**config.mk**
```make
export PLATFORM = sky130hd
export DESIGN_NAME = peripheral_interrupt_expander
export DESIGN_NICKNAME = d
export VERILOG_FILES = /design/src/pkg/pie_pkg.sv /design/src/rtl/peripheral_interrupt_expander.sv
export VERILOG_INCLUDE_DIRS = /design/src /design/src/pkg
export SDC_FILE = /design/constraint.sdc
export NUM_CORES = 1
export LEC_CHECK = 0
export BUFFER_PORTS_ARGS = -buffer_cell sky130_fd_sc_hd__buf_4
export CAP_MARGIN = 20
export CORE_MARGIN = 2
export CORE_UTILIZATION = 58
export CTS_CLUSTER_DIAMETER = 200
export DETAILED_ROUTE_END_ITERATION = 6
export PLACE_DENSITY = 0.89
export SLEW_MARGIN = 10
export SYNTH_ARGS = -nofsm -noshare
export SYNTH_HDL_FRONTEND = slang
export SYNTH_SLANG_ARGS = --single-unit
```
**constraint.sdc**
```tcl
create_clock -name clk -period 5.6 [get_ports clk]
set_clock_uncertainty 0.05 [all_clocks]
set_input_delay 1.12 -clock clk [delete_from_list [all_inputs] [get_ports clk]]
set_output_delay 1.12 -clock clk [all_outputs]
set_load 0.01 [all_outputs]
```
**src/pkg/pie_map.svh**
```systemverilog
// What this block does
// [RULE_01] Reset: priority 1, vector 0000h, non-maskable
// [RULE_02] NMI: priority 3, vector 0024h, software only
// [RULE_03] Converter done: level one, bit 0.1, 0004h
// [RULE_04] Pin requests: level one, 0.2/0001h, 0.3/0011h
// [RULE_05] Serial peripheral: level one, 0.4, 0005h
// [RULE_06] Serial receive: level one, 0.5, 0006h
// [RULE_07] Serial transmit: level one, 0.6, 0007h
// [RULE_08] CAN mailbox: level one, 0.7, 0040
// [RULE_09] CAN error: level one, 0.8, 0041
// [RULE_10] Timer one period: level two, 0.12, 0027h
// [RULE_11] Timer one compare: level two, 0.13, 0028h
// [RULE_12] Timer one underflow: level two, 0.14, 0029h
// [RULE_13] Timer one overflow: level two, 0.15, 002Ah
// [RULE_14] Timer three period: level two, 2.4, 002Fh
// [RULE_15] Timer three compare: level two, 2.5, 0030h
// [RULE_16] Timer three underflow: level two, 2.6, 0031h
// [RULE_17] Timer three overflow: level two, 2.7, 0032h
// [RULE_18] Absent peripherals' requests never assert
// [RULE_19] Compares to level two, 0.9-0.11, 2.1-2.3
// [RULE_20] Power faults to level one, 0.0 and 2.0
// [RULE_21] Lowest priority number pending is served first
// [RULE_22] Pin requests masked at source and level
// [RULE_23] Every source has its own vector code
`ifndef PIE_MAP_SVH
`define PIE_MAP_SVH
`define VEC_RESET 16'h0000
`define VEC_NMI 16'h0024
`define VEC_LEVEL_ONE 16'h0002
`define VEC_LEVEL_TWO 16'h0004
`define PRIO_RESET 6'h01
`define PRIO_NMI 6'h03
`define NUM_SRC 23
// Source index = overall priority minus four
`define CODE_TABLE {16'h0020, 16'h0019, 16'h0004, 16'h0001, 16'h0011, 16'h0005, \
    16'h0006, 16'h0007, 16'h0040, 16'h0041, 16'h0021, 16'h0022, 16'h0023, 16'h0027, \
    16'h0028, 16'h0029, 16'h002A, 16'h0024, 16'h0025, 16'h0026, 16'h002F, 16'h0030, \
    16'h0031, 16'h0032}
// Pending bit position: {register, bit}
`define BIT_TABLE {6'h00, 6'h20, 6'h01, 6'h02, 6'h03, 6'h04, 6'h05, 6'h06, 6'h07, \
    6'h08, 6'h09, 6'h0A, 6'h0B, 6'h0C, 6'h0D, 6'h0E, 6'h0F, 6'h21, 6'h22, 6'h23, \
    6'h24, 6'h25, 6'h26, 6'h27}
// Sources 0..9 sit on level one, 10..23 on level two
`define LEVEL_ONE_LAST 9
// Source indices of the two pin requests, which carry their own enables
`define IDX_EXT_ONE 3
`define IDX_EXT_TWO 4
`endif

```
**src/pkg/pie_pkg.sv**
```systemverilog
`default_nettype none
package pie_pkg;
    typedef struct packed {
        logic fault_a;
        logic fault_b;
        logic converter_done;
        logic ext_one;
        logic ext_two;
        logic serial_periph;
        logic serial_receive;
        logic serial_transmit;
        logic can_mailbox;
        logic can_error;
        logic [2:0] compare_first;
        logic timer_one_period;
        logic timer_one_compare;
        logic timer_one_underflow;
        logic timer_one_overflow;
        logic [2:0] compare_second;
        logic timer_three_period;
        logic timer_three_compare;
        logic timer_three_underflow;
        logic timer_three_overflow;
    } src_req_t;

    typedef struct packed {
        logic [15:0] pend0;
        logic [15:0] pend2;
    } pend_regs_t;
endpackage
`default_nettype wire

```
**src/rtl/peripheral_interrupt_expander.sv**
```systemverilog
`include "pie_map.svh"
`default_nettype none
module peripheral_interrupt_expander
    import pie_pkg::*;
#(
    parameter logic [23:0] PRESENT = 24'hFF_FFFF
)(
    input wire logic clk,
    input wire logic nrst,
    input wire src_req_t req,
    input wire logic ext_one_enable,
    input wire logic ext_two_enable,
    input wire logic [1:0] core_level_mask,
    input wire logic watchdog_timeout,
    input wire logic nmi_soft,
    input wire logic ack_level_one,
    input wire logic ack_level_two,
    output logic core_level_one,
    output logic core_level_two,
    output logic reset_request,
    output logic nmi_request,
    output logic [15:0] peripheral_vector_code,
    output logic [15:0] core_vector_addr,
    output pend_regs_t peripheral_pending_reg,
    output pend_regs_t peripheral_ack_reg
);
    // ==========================================================
    // Source table
    localparam logic [23:0][15:0] CODES = `CODE_TABLE;
    localparam logic [23:0][5:0] BITS = `BIT_TABLE;

    function automatic logic [23:0] flatten(input src_req_t r);
        flatten = {r.fault_a, r.fault_b, r.converter_done, r.ext_one, r.ext_two,
            r.serial_periph, r.serial_receive, r.serial_transmit, r.can_mailbox,
            r.can_error, r.compare_first, r.timer_one_period, r.timer_one_compare,
            r.timer_one_underflow, r.timer_one_overflow, r.compare_second,
            r.timer_three_period, r.timer_three_compare, r.timer_three_underflow,
            r.timer_three_overflow};
    endfunction

    // Index 0 (msb of flatten) is overall priority 4
    function automatic logic [23:0] reorder(input logic [23:0] v);
        reorder = '0;
        for (int i = 0; i < 24; i++)
        begin
            reorder[i] = v[23 - i];
        end
    endfunction

    function automatic pend_regs_t to_regs(input logic [23:0] p);
        to_regs = '0;
        for (int i = 0; i < 24; i++)
        begin
            if (BITS[23 - i][5])
            begin
                to_regs.pend2[BITS[23 - i][3:0]] = p[i];
            end
            else
            begin
                to_regs.pend0[BITS[23 - i][3:0]] = p[i];
            end
        end
    endfunction

    // Lowest set index inside [lo, hi], or -1 when nothing there is pending
    function automatic int lowest_pending(input logic [23:0] p, input int lo, input int hi);
        lowest_pending = -1;
        // Scan downward so the lowest index, lowest priority number, wins
        for (int i = hi; i >= lo; i--)
        begin
            if (p[i])
            begin
                lowest_pending = i;
            end
        end
    endfunction

    // ==========================================================
    // Request qualification
    logic [23:0] raw;
    logic [23:0] raw_sync1_q;
    logic [23:0] raw_sync2_q;
    logic [23:0] pend_q;
    logic [23:0] pend_d;
    logic [23:0] ack_d;
    logic wd_sync1_q;
    logic wd_sync2_q;
    logic lvl1_d;
    logic lvl2_d;
    logic [15:0] code_d;
    logic [15:0] code_q;
    logic [15:0] addr_d;
    logic [15:0] addr_q;
    logic lvl1_q;
    logic lvl2_q;
    logic rst_q;
    logic nmi_q;
    logic [23:0] sync_d;
    logic wd_d;
    logic [1:0] mask_d;
    logic rst_d;
    logic nmi_d;
    pend_regs_t pend_reg_d;
    pend_regs_t ack_reg_d;

    // Pins pass both flops untouched; gating happens after, so a glitch on
    // an enable can never fold into the synchroniser input
    always_comb
    begin
        sync_d = reorder(flatten(req));
        wd_d = watchdog_timeout;
        mask_d = core_level_mask;
    end
    logic [1:0] mask_sync1_q;
    logic [1:0] mask_sync2_q;

    always_comb
    begin
        raw = raw_sync2_q & reorder(PRESENT); // RULE_18
        raw[`IDX_EXT_ONE] = raw[`IDX_EXT_ONE] & ext_one_enable; // RULE_22
        raw[`IDX_EXT_TWO] = raw[`IDX_EXT_TWO] & ext_two_enable; // RULE_22
    end

    // ==========================================================
    // Pending, ack and vector selection
    always_comb
    begin
        int sel1;
        int sel2;
        sel1 = lowest_pending(pend_q, 0, `LEVEL_ONE_LAST); // RULE_21
        sel2 = lowest_pending(pend_q, `LEVEL_ONE_LAST + 1, `NUM_SRC); // RULE_21
        pend_d = pend_q | raw; // RULE_03
        ack_d = '0;
        lvl1_d = (sel1 >= 0) && !mask_sync2_q[0]; // RULE_22 RULE_20 RULE_04
        lvl2_d = (sel2 >= 0) && !mask_sync2_q[1]; // RULE_19 RULE_10
        code_d = code_q;
        addr_d = addr_q;
        // Level one outranks level two at the core
        if (ack_level_one && sel1 >= 0)
        begin
            code_d = CODES[23 - sel1]; // RULE_23 RULE_05 RULE_06 RULE_07 RULE_08 RULE_09
            addr_d = `VEC_LEVEL_ONE;
            // A request still high at ack sets pending again: set wins
            pend_d[sel1] = raw[sel1];
            ack_d[sel1] = 1'b1;
        end
        else if (ack_level_two && sel2 >= 0)
        begin
            code_d = CODES[23 - sel2]; // RULE_11 RULE_12 RULE_13 RULE_14 RULE_15 RULE_16 RULE_17
            addr_d = `VEC_LEVEL_TWO;
            pend_d[sel2] = raw[sel2];
            ack_d[sel2] = 1'b1;
        end
        if (wd_sync2_q)
        begin
            addr_d = `VEC_RESET; // RULE_01
        end
        else if (nmi_soft)
        begin
            addr_d = `VEC_NMI; // RULE_02
        end
        rst_d = wd_sync2_q; // RULE_01
        nmi_d = nmi_soft; // RULE_02
        pend_reg_d = to_regs(pend_d);
        ack_reg_d = to_regs(ack_d);
    end

    // ==========================================================
    // Synchroniser flops
    always_ff @(posedge clk or negedge nrst)
    begin
        if (!nrst)
        begin
            raw_sync1_q <= '0;
            raw_sync2_q <= '0;
            wd_sync1_q <= 1'b0;
            wd_sync2_q <= 1'b0;
            // Both levels start masked so no level request reaches the core before setup
            mask_sync1_q <= 2'h3;
            mask_sync2_q <= 2'h3;
        end
        else
        begin
            raw_sync1_q <= sync_d;
            raw_sync2_q <= raw_sync1_q;
            wd_sync1_q <= wd_d;
            wd_sync2_q <= wd_sync1_q;
            mask_sync1_q <= mask_d;
            mask_sync2_q <= mask_sync1_q;
        end
    end

    // ==========================================================
    // Pending state
    always_ff @(posedge clk or negedge nrst)
    begin
        if (!nrst)
        begin
            pend_q <= '0;
        end
        else
        begin
            pend_q <= pend_d;
        end
    end

    // ==========================================================
    // Core-facing registers
    always_ff @(posedge clk or negedge nrst)
    begin
        if (!nrst)
        begin
            lvl1_q <= 1'b0;
            lvl2_q <= 1'b0;
            code_q <= 16'h0000;
            addr_q <= `VEC_RESET; // RULE_01
            rst_q <= 1'b1;
            nmi_q <= 1'b0;
            peripheral_pending_reg <= '0;
            peripheral_ack_reg <= '0;
        end
        else
        begin
            lvl1_q <= lvl1_d;
            lvl2_q <= lvl2_d;
            code_q <= code_d;
            addr_q <= addr_d;
            rst_q <= rst_d; // RULE_01
            nmi_q <= nmi_d; // RULE_02
            peripheral_pending_reg <= pend_reg_d;
            peripheral_ack_reg <= ack_reg_d;
        end
    end

    always_comb
    begin
        core_level_one = lvl1_q;
        core_level_two = lvl2_q;
        reset_request = rst_q;
        nmi_request = nmi_q;
        peripheral_vector_code = code_q;
        core_vector_addr = addr_q;
    end
endmodule
`default_nettype wire

```
After elaboration in Yosys (flattened, before gate mapping)
Memories as Yosys holds them, arrays and structs flattened. Cells that the tools add are included.

Register bits: 162. Memory bits (read-only): 1024. Bits of input ports: 34. Word-level logic and storage cells: 92. Memories kept: 2.

Memories: (no name shown) (words 32, width 16, rd ports 1, clocked after memory_dff 0, write ports 0, line peripheral_interrupt_expander.sv:149) `code_d = CODES[23 - sel2];`; (no name shown) (words 32, width 16, rd ports 1, clocked after memory_dff 0, write ports 0, line peripheral_interrupt_expander.sv:141) `code_d = CODES[23 - sel1];`.

Add/sub/neg operators: 2. $lt $le $gt $ge: 8. Muxes and demuxes: 50. Bitwise gates (word level): 3. Reduce and logical (&&, ||, !) cells: 10.

Operator list (count): $mux 32 (24); $mux 16 (10); $ge 32x1->1 const B (4); $lt 32x7->1 const B (4); $mux 24 (4); $sub 6x32->32 const A (2); $bwmux 24 (2); $or 24x24->24 (1); $bmux 1 s5 (2); $demux 1 s5 (2); $logic_and 1x1->1 (6); $mux 1 (6); $reduce_bool 4->1 (1); $and 1x1->1 (2); $logic_not 1->1 (2); $reduce_bool 2->1 (1).

Logic depth before layout (Yosys ltp)
Gate-level depths: netlist of the first run.

Word-level depth: 21. Mapped depth: 12.

Least setup slack after synthesis of the first run
Ideal clock, no wire load.

Kind: register to register. Start point: reg pend_q[16]. End point: reg peripheral_pending_reg[19] (netlist bit). Arrival time: 2.716 ns. Required time: 5.419 ns. Slack: 2.703 ns. Stages on the path, launching flop included: 13. Path buffers: 2. Path through: dfrtp_1 > or4_1 > buf_2 > or4b_4 > buf_6 > nand2_4 > inv_1 > ha_1 > and3_1 > nand3_1 > o21ai_1 > a211oi_1 > a211oi_1.

Cells in the longest elaborated chain, start to end: 14.

Ends and longest elaborated chain: start: declaration (line peripheral_interrupt_expander.sv:83) `logic [23:0] pend_q;`; start signal: assignment (line peripheral_interrupt_expander.sv:203) `pend_q <= pend_d;`; $mux 32 * (7 in series) (line peripheral_interrupt_expander.sv:71) `if (p[i])`; $ge 32x1->1 / $lt 32x7->1 (equally long branches) (line peripheral_interrupt_expander.sv:147, peripheral_interrupt_expander.sv:151); $logic_and 1x1->1 (not written as such) (line peripheral_interrupt_expander.sv:151) `pend_d[sel2] = raw[sel2];`; $mux 1 (not written as such) (line peripheral_interrupt_expander.sv:151); $demux 1 s5 (line peripheral_interrupt_expander.sv:151); $bwmux 24 (line peripheral_interrupt_expander.sv:151); $mux 24 * (line peripheral_interrupt_expander.sv:147) `else if (ack_level_two && sel2 >= 0)`; $mux 24 * (line peripheral_interrupt_expander.sv:139) `if (ack_level_one && sel1 >= 0)`; via pend_d[4] (line peripheral_interrupt_expander.sv:84) `logic [23:0] pend_d;`; end signal: assignment (line peripheral_interrupt_expander.sv:230) `peripheral_pending_reg <= pend_reg_d;`; end: declaration (line peripheral_interrupt_expander.sv:24) `output pend_regs_t peripheral_pending_reg,`.

The timed path passes the listed nets; every way through them passes the cells marked *. The select of a mux whose other input is x is not followed. A chain may end at the register's enable or synchronous reset.

==> flow_metrics.env, run 1 <==
export IMPL_vias=5257
export IMPL_synth_area_top_cells="dfrtp_1 48%, a211oi_1 4.9%, buf_4 4.9%"
export IMPL_peakVddDrop_v=0.0002419
export IMPL_drive_gt1_share_pct=24.22
export IMPL_post_route_period_util_pct=61.68
export IMPL_area_delta_synth_final_pct=21.28
export IMPL_post_cts_resized=0
export IMPL_fmax_ghz=0.2895
export IMPL_cp_endpoint="peripheral_pending_reg[26]"
export IMPL_dp_slack_ns=2.322
export IMPL_io_pins=134
export IMPL_crit_path_end_kind="flip-flop"
export IMPL_hold_class="flip-flop to flip-flop"
export IMPL_synth_edf_count=0
export IMPL_rsz0062_at_grt="no"
export IMPL_synth_warning_count=0
export IMPL_fp_row_count=36
export IMPL_grt_start_max_net_pins=62
export IMPL_synth_top_area_cell="dfrtp_1"
export IMPL_critical_path_class="flip-flop to flip-flop"
export IMPL_placed_cells=778
export IMPL_utilization_pct=72.26
export IMPL_setup_tns_ns=0
export IMPL_drv_cap=0
export IMPL_antenna_found_initial=0
export IMPL_final_antenna_net_count=0
export IMPL_worst_slew_pin_slew_ns=1.166
export IMPL_die_w_um=104.0
export IMPL_layout_commonest_cell="dfrtp_1"
export IMPL_finalHoldViolations=0
export IMPL_place_gp_congestion=1.047
export IMPL_status="complete, no violations"
export IMPL_fin_nets=716
export IMPL_async_reset_ff_share_pct=100.0
export IMPL_rrSetupSlack_ns=2.15
export IMPL_ys_seq_area_share_pct=50.18
export IMPL_period_minus_slack_ns=3.454
export IMPL_first_global_vias=4982
export IMPL_drtIter0Drc=535
export IMPL_drt_pass1_iter_count=5
export IMPL_power_leakage_nw=3.054
export IMPL_drv_slew=0
export IMPL_ys_types=64
export IMPL_clockBufferDepth=2
export IMPL_cp_required_ns=5.98
export IMPL_synth_top_cell_area_share_pct=47.92
export IMPL_io_buffers=95
export IMPL_synth_ff_type="dfrtp_1"
export IMPL_wire_per_inst_um=20.45
export IMPL_pwr_share_seq_pct=38.2
export IMPL_cts_root_buf="clkbuf_8"
export IMPL_grt_ovfl_total=0
export IMPL_p_sw_share_pct=28.09
export IMPL_tritoncts="built"
export IMPL_clock_latency_ns=0.53
export IMPL_drc=0
export IMPL_via_per_inst=6.490
export IMPL_power_share_clock_pct=44.1
export IMPL_pwr_share_comb_pct=17.8
export IMPL_rr_endpoint="peripheral_pending_reg[26]"
export IMPL_power_density_nw_per_um2=351.4
export IMPL_cp_max_fo=17
export IMPL_netlist_area_um2=5797
export IMPL_cp_startpoint="peripheral_pending_reg[27]"
export IMPL_start_util_pct=59.58
export IMPL_synth_avg_cell_area_um2=10.10
export IMPL_grt_first_pass_wirelength_mm=26.16
export IMPL_p_int_w=0.001776
export IMPL_die_h_um=104.0
export IMPL_slew_headroom_pct=22.12
export IMPL_cts_max_level=4
export IMPL_synth_cells=574
export IMPL_drt_total_wl_mm=16.56
export IMPL_die_area_um2=10810
export IMPL_worstPathArrival_ns=3.83
export IMPL_final_cell_mix="111 x dfrtp_1, 99 x buf_4, 44 x nand2_1"
export IMPL_switchingPower_w=0.0006938
export IMPL_cts_sinks=116
export IMPL_cts_setup_buffers=0
export IMPL_n_antenna_cell=0
export IMPL_hpwl_mm=11.70
export IMPL_r2r_cells=7
export IMPL_ys_seq_elements=116
export IMPL_postLayoutSetupSlackWorst_ns=2.146
export IMPL_startpoint_type="flip-flop"
export IMPL_path_clk_slew_ns=0.06
export IMPL_cts_hold_buf=0
export IMPL_core_area_um2=9729
export IMPL_cts_buffers=17
export IMPL_setup_viol=0
export IMPL_track_usage_pct=31.16
export IMPL_reg2reg_from="peripheral_pending_reg[27]"
export IMPL_stdcell_count=810
[worst min-delay path by stage]
stage,from,endpoint,cells after the start
after global placement,raw_sync1_q[9],raw_sync2_q[9],0
after CTS,raw_sync1_q[19],raw_sync2_q[19],0
after floorplan,raw_sync1_q[0],raw_sync2_q[0],0
after detailed placement,raw_sync1_q[19],raw_sync2_q[19],0
after global routing,raw_sync1_q[11],raw_sync2_q[11],0
final,raw_sync1_q[19],raw_sync2_q[19],0
[metrics by stage]
step | hold slack (ns) | total power [W] | area, um2
2_1_floorplan | 0.2812 | 0.001216 | 5936
3_3_place_gp | 0.2815 | 0.001360 | 6432
3_5_place_dp | 0.2847 | 0.001373 | 6432
4_1_cts | 0.2922 | 0.002460 | 7030
5_1_grt | 0.3023 | 0.002551 | 7030
6_report | 0.2901 | 0.002470 | 7030
[final cells by class]
type	count	area, um2
sequential	116	2909
fill	751	2699
multi-input combinational	415	2557
timing repair buffer	99	743.2
clock buffer	22	442.9
tap	133	166.4
clock inverter	10	155.1
inverter	15	56.30
[routing by layer]
layer	global-route usage [%]	up-vias	share of wire, %
met1	40.81	2495	38
met5	0	-	0
met2	48.21	452	46
met4	16.22	0	5.1
met3	7.832	95	11
li1	-	2215	-
[cell families (layout without fill, tap and decap cells)]
group                    Yosys count  in the layout  share of synthesized area (%)
buffers and inverters             80            146                          8.223
AND/OR/NAND/NOR                  191            191                          17.07
flip-flops                       116            116                          50.18
adder cells (fa/ha/maj)           18             18                          3.885
other                              1             38                        0.06469
AO/OA/AOI/OAI                    167            167                          20.40
multiplexers                       1              1                         0.1727
[synthesized netlist by cell type (5+ instances only)]
master / instances
nand3_2: 5
dfrtp_1: 111
buf_4: 38
a211oi_1: 38
ha_1: 18
dfstp_2: 5
o22ai_1: 9
o21ai_1: 14
inv_1: 15
clkbuf_1: 15
o21ai_0: 10
nand4_1: 5
a31oi_1: 10
or2_2: 6
nand2_1: 44
o31ai_1: 5
o211ai_1: 8
nor3_2: 7
nor3_1: 26
a21oi_1: 31
o221ai_1: 5
buf_2: 9
nor2_1: 40
nand3_1: 27
and3_1: 5
[critical path: stages, from the launching register on]
cell	delay [ns]
dfrtp_1	0.47
nor2_1	0.65
nor2_1	0.08
a31oi_1	0.40
a2111oi_0	0.15
a211oi_2	0.93
a21oi_1	0.32
a211oi_1	0.30
[power groups by stage]
stage               clock (W)  sequential, W  combinational [W]
floorplan                   0       0.000955           0.000261
global placement            0       0.000951           0.000409
detailed placement          0       0.000953           0.000420
CTS                   0.00109       0.000941           0.000425
global route          0.00114       0.000948           0.000467
finish                0.00109       0.000943           0.000439
(Power assumes the default switching activity.)
==> inputs of run 2 (changes only) <==
--- a/config.mk
+++ b/config.mk
@@ -6,13 +6,14 @@
 export SDC_FILE = /design/constraint.sdc
 export NUM_CORES = 1
 export LEC_CHECK = 0
+export ABC_AREA = 1
 export BUFFER_PORTS_ARGS = -buffer_cell sky130_fd_sc_hd__buf_4
 export CAP_MARGIN = 20
 export CORE_MARGIN = 2
-export CORE_UTILIZATION = 58
+export CORE_UTILIZATION = 50
 export CTS_CLUSTER_DIAMETER = 200
 export DETAILED_ROUTE_END_ITERATION = 6
-export PLACE_DENSITY = 0.89
+export PLACE_DENSITY = 0.81
 export SLEW_MARGIN = 10
 export SYNTH_ARGS = -nofsm -noshare
 export SYNTH_HDL_FRONTEND = slang
==> constraint.sdc (replaced) <==
create_clock -name clk -period 2.83 [get_ports clk]
set_clock_uncertainty 0.05 [all_clocks]
set_input_delay 0.566 -clock clk [delete_from_list [all_inputs] [get_ports clk]]
set_output_delay 0.566 -clock clk [all_outputs]
set_load 0.01 [all_outputs]
==> run 2 against run 1 <==
Total power increased by 84%. Critical path type unchanged. Global-route usage down 5.2 points. Hold slack worse by 0.20 ns. Synthesized cell count up 38%. Critical path depth grew 9. Largest power group unchanged. Area after synthesis is 8.6% higher. Critical endpoint is now pend_q[22]. Sequential share of layout area decreased by 3.2 points. Design area grew 8.5%. Combinational power is 93% higher.
==> flow_metrics.env, run 2 <==
export IMPL_cp_required_ns=3.14
export IMPL_worstPathArrival_ns=2.95
export IMPL_cts_hold_buf=0
export IMPL_rrSetupSlack_ns=0.19
export IMPL_drv_cap=0
export IMPL_area_delta_synth_final_pct=21.15
export IMPL_final_antenna_net_count=0
export IMPL_peakVddDrop_v=0.0004075
export IMPL_clock_latency_ns=0.42
export IMPL_drc=0
export IMPL_wire_per_inst_um=15.43
export IMPL_placed_cells=1052
export IMPL_max_stage_delay_ns=0.44
export IMPL_cts_max_level=4
export IMPL_synth_avg_cell_area_um2=7.926
export IMPL_cp_max_fo=20
export IMPL_synth_commonest_cells="135 x nand2_1, 118 x inv_1, 111 x dfrtp_1, 108 x nor2_1, 59 x a21oi_1"
export IMPL_startpoint_type="flip-flop"
export IMPL_switchingPower_w=0.001329
export IMPL_synthMuxAreaShare_pct=0
export IMPL_holdWs_ns=0.08701
export IMPL_drt_total_wl_mm=16.70
export IMPL_p_int_w=0.003222
export IMPL_fmax_ghz=0.3782
export IMPL_tritoncts="built"
export IMPL_netlist_area_um2=6294
export IMPL_start_util_pct=51.75
export IMPL_path_clk_slew_ns=0.06
export IMPL_worst_slew_pin_slew_ns=0.5291
export IMPL_ys_types=43
export IMPL_synth_edf_count=0
export IMPL_synth_most_common_cell="nand2_1"
export IMPL_synth_cells=794
export IMPL_fin_nets=957
export IMPL_power_leakage_nw=3.726
export IMPL_slowest_stage="nand2_2"
export IMPL_hpwl_mm=11.90
export IMPL_cts_sinks=116
export IMPL_cp_common_cell="nand2_1"
export IMPL_clockBufferDepth=2
export IMPL_power_density_nw_per_um2=596.9
export IMPL_cpLargestDelayFamily="simple AND/OR/NAND/NOR gates"
export IMPL_yosys_area_share_simple_pct=23.60
export IMPL_cp_startpoint="peripheral_pending_reg[23]"
export IMPL_stdcell_count=1082
export IMPL_core_area_um2=12160
export IMPL_crit_path_end_kind="flip-flop"
export IMPL_reg2reg_from="peripheral_pending_reg[23]"
export IMPL_post_route_period_util_pct=93.42
export IMPL_synth_fa_ha_area_share_pct=3.579
export IMPL_cts_root_buf="clkbuf_16"
export IMPL_critical_path_class="flip-flop to flip-flop"
export IMPL_layout_commonest_cell="nand2_1"
export IMPL_fp_row_count=40
export IMPL_track_usage_pct=25.91
export IMPL_synth_ff_type="dfrtp_1"
export IMPL_drv_slew=0
export IMPL_ys_seq_elements=116
export IMPL_p_sw_share_pct=29.20
export IMPL_slew_headroom_pct=64.73
export IMPL_grt_ovfl_total=0
export IMPL_antenna_found_initial=0
export IMPL_io_buffers=95
export IMPL_period_minus_slack_ns=2.644
export IMPL_vias=5617
export IMPL_n_antenna_cell=0
export IMPL_ys_seq_area_share_pct=46.22
export IMPL_via_per_inst=5.191
export IMPL_setup_viol=0
export IMPL_finalHoldViolations=0
export IMPL_hold_class="primary input to asynchronous set/reset pin"
export IMPL_die_h_um=116.2
export IMPL_async_reset_ff_share_pct=100.0
export IMPL_grt_first_pass_wirelength_mm=26.41
export IMPL_synth_warning_count=0
export IMPL_final_cell_mix="135 x nand2_1, 117 x inv_1, 111 x dfrtp_1"
export IMPL_cts_buffers=17
export IMPL_timing_critical_path_buf_inv=2
export IMPL_synth_area_top_cells="dfrtp_1 44%, nand2_1 8.1%, inv_1 7.0%"
export IMPL_synth_top_cell_area_share_pct=44.14
export IMPL_pwr_share_seq_pct=40.5
export IMPL_power_share_clock_pct=40.9
export IMPL_synth_compound_area_share_pct=12.58
export IMPL_status="complete, no violations"
export IMPL_first_global_vias=5144
export IMPL_synth_xor_area_share_pct=0
export IMPL_die_area_um2=13500
export IMPL_place_gp_congestion=0.9911
export IMPL_grt_start_max_net_pins=71
export IMPL_synth_top_family_by_area="simple AND/OR/NAND/NOR gates"
export IMPL_drive_gt1_share_pct=20.13
export IMPL_pwr_share_comb_pct=18.6
export IMPL_crit_chain="inv_1 > o21bai_1 > a21oi_1 > o21ai_1 > nand2_2 > nand2_4 > inv_4 > nand2_1 > nand3_1 > nand2_1 > nand4_1 > nand2_2 > nand2_2 > o21ai_2 > nand2_1 > nand2_1"
export IMPL_drtIter0Drc=524
export IMPL_io_pins=134
export IMPL_drt_pass1_iter_count=5
export IMPL_die_w_um=116.2
export IMPL_synth_top_area_cell="dfrtp_1"
==> run 2: cell count changes after synthesis, sizes merged, moves of 9 or more <==
cell and delta:
nand3 +19, nor3 -22, a21oi +30, a211oi -42, o21ai +32, clkbuf -9
nand2 +104, nor2 +75, inv +110
==> run 2: final cells by class <==
type / count / area [um2]
Fill cell: 1085 / 4537
Sequential cell: 116 / 2909
Multi-Input combinational cell: 532 / 2656
Timing Repair Buffer: 112 / 865.8
Clock buffer: 23 / 478.0
Inverter: 126 / 475.5
Tap cell: 168 / 210.2
Clock inverter: 5 / 30.03
==> run 2: per-layer routing <==
metal,GRT usage [%],share of wire [%],vias to the layer above
met2,40.08,47,300
met1,36.21,42,2639
met3,6.020,8.4,32
met4,8.889,2.0,0
li1,-,-,2646
met5,0,0,-
==> run 2: logic make-up after synthesis <==
kind of cell             after synthesis
AO/OA/AOI/OAI                        139
adder cells (fa/ha/maj)               18
buffers and inverters                183
flip-flops                           116
other                                  1
AND/OR/NAND/NOR                      337
==> run 2: final timing paths <==
| path | end | cells after the start |
|---|---|---|
| worst max-delay path | pend_q[22] | 16 |
| worst min-delay path | peripheral_ack_reg[18] | 1 |
| worst max register to register | pend_q[22] | 16 |
| worst min register to register | raw_sync2_q[23] | 0 |
| max in group asynchronous | raw_sync2_q[14] | 2 |
| min in group clk | raw_sync1_q[16] | 1 |
==> run 2: power by group through the flow <==
stage                     clock [W]  combinational [W]  sequential, W
final                       0.00186           0.000846        0.00184
after detailed placement          0           0.000829        0.00187
after global placement            0           0.000823        0.00187
after CTS                   0.00189           0.000833        0.00184
after global routing        0.00197           0.000935        0.00185
after floorplan                   0           0.000528        0.00188
==> run 2: what timing repair did <==
action                                  in CTS  in global routing
resized for setup                            0                  3
buffers inserted                             0                  2
endpoints found under the setup margin       0                  7
==> run 2: through the flow <==
step                      power (W)  cell area [um2]  util [%]  setup WS (ns)  TNS (ns)
final                      0.004552             7625     62.70         0.1862         0
after global routing       0.004757             7625     62.70       -0.01375  -0.02759
after CTS                  0.004562             7599     62.48         0.1039         0
after detailed placement   0.002698             7091     58.30         0.1219         0
after global placement     0.002689             7091     58.30         0.1475         0
after floorplan            0.002406             6432         -         0.3987         0
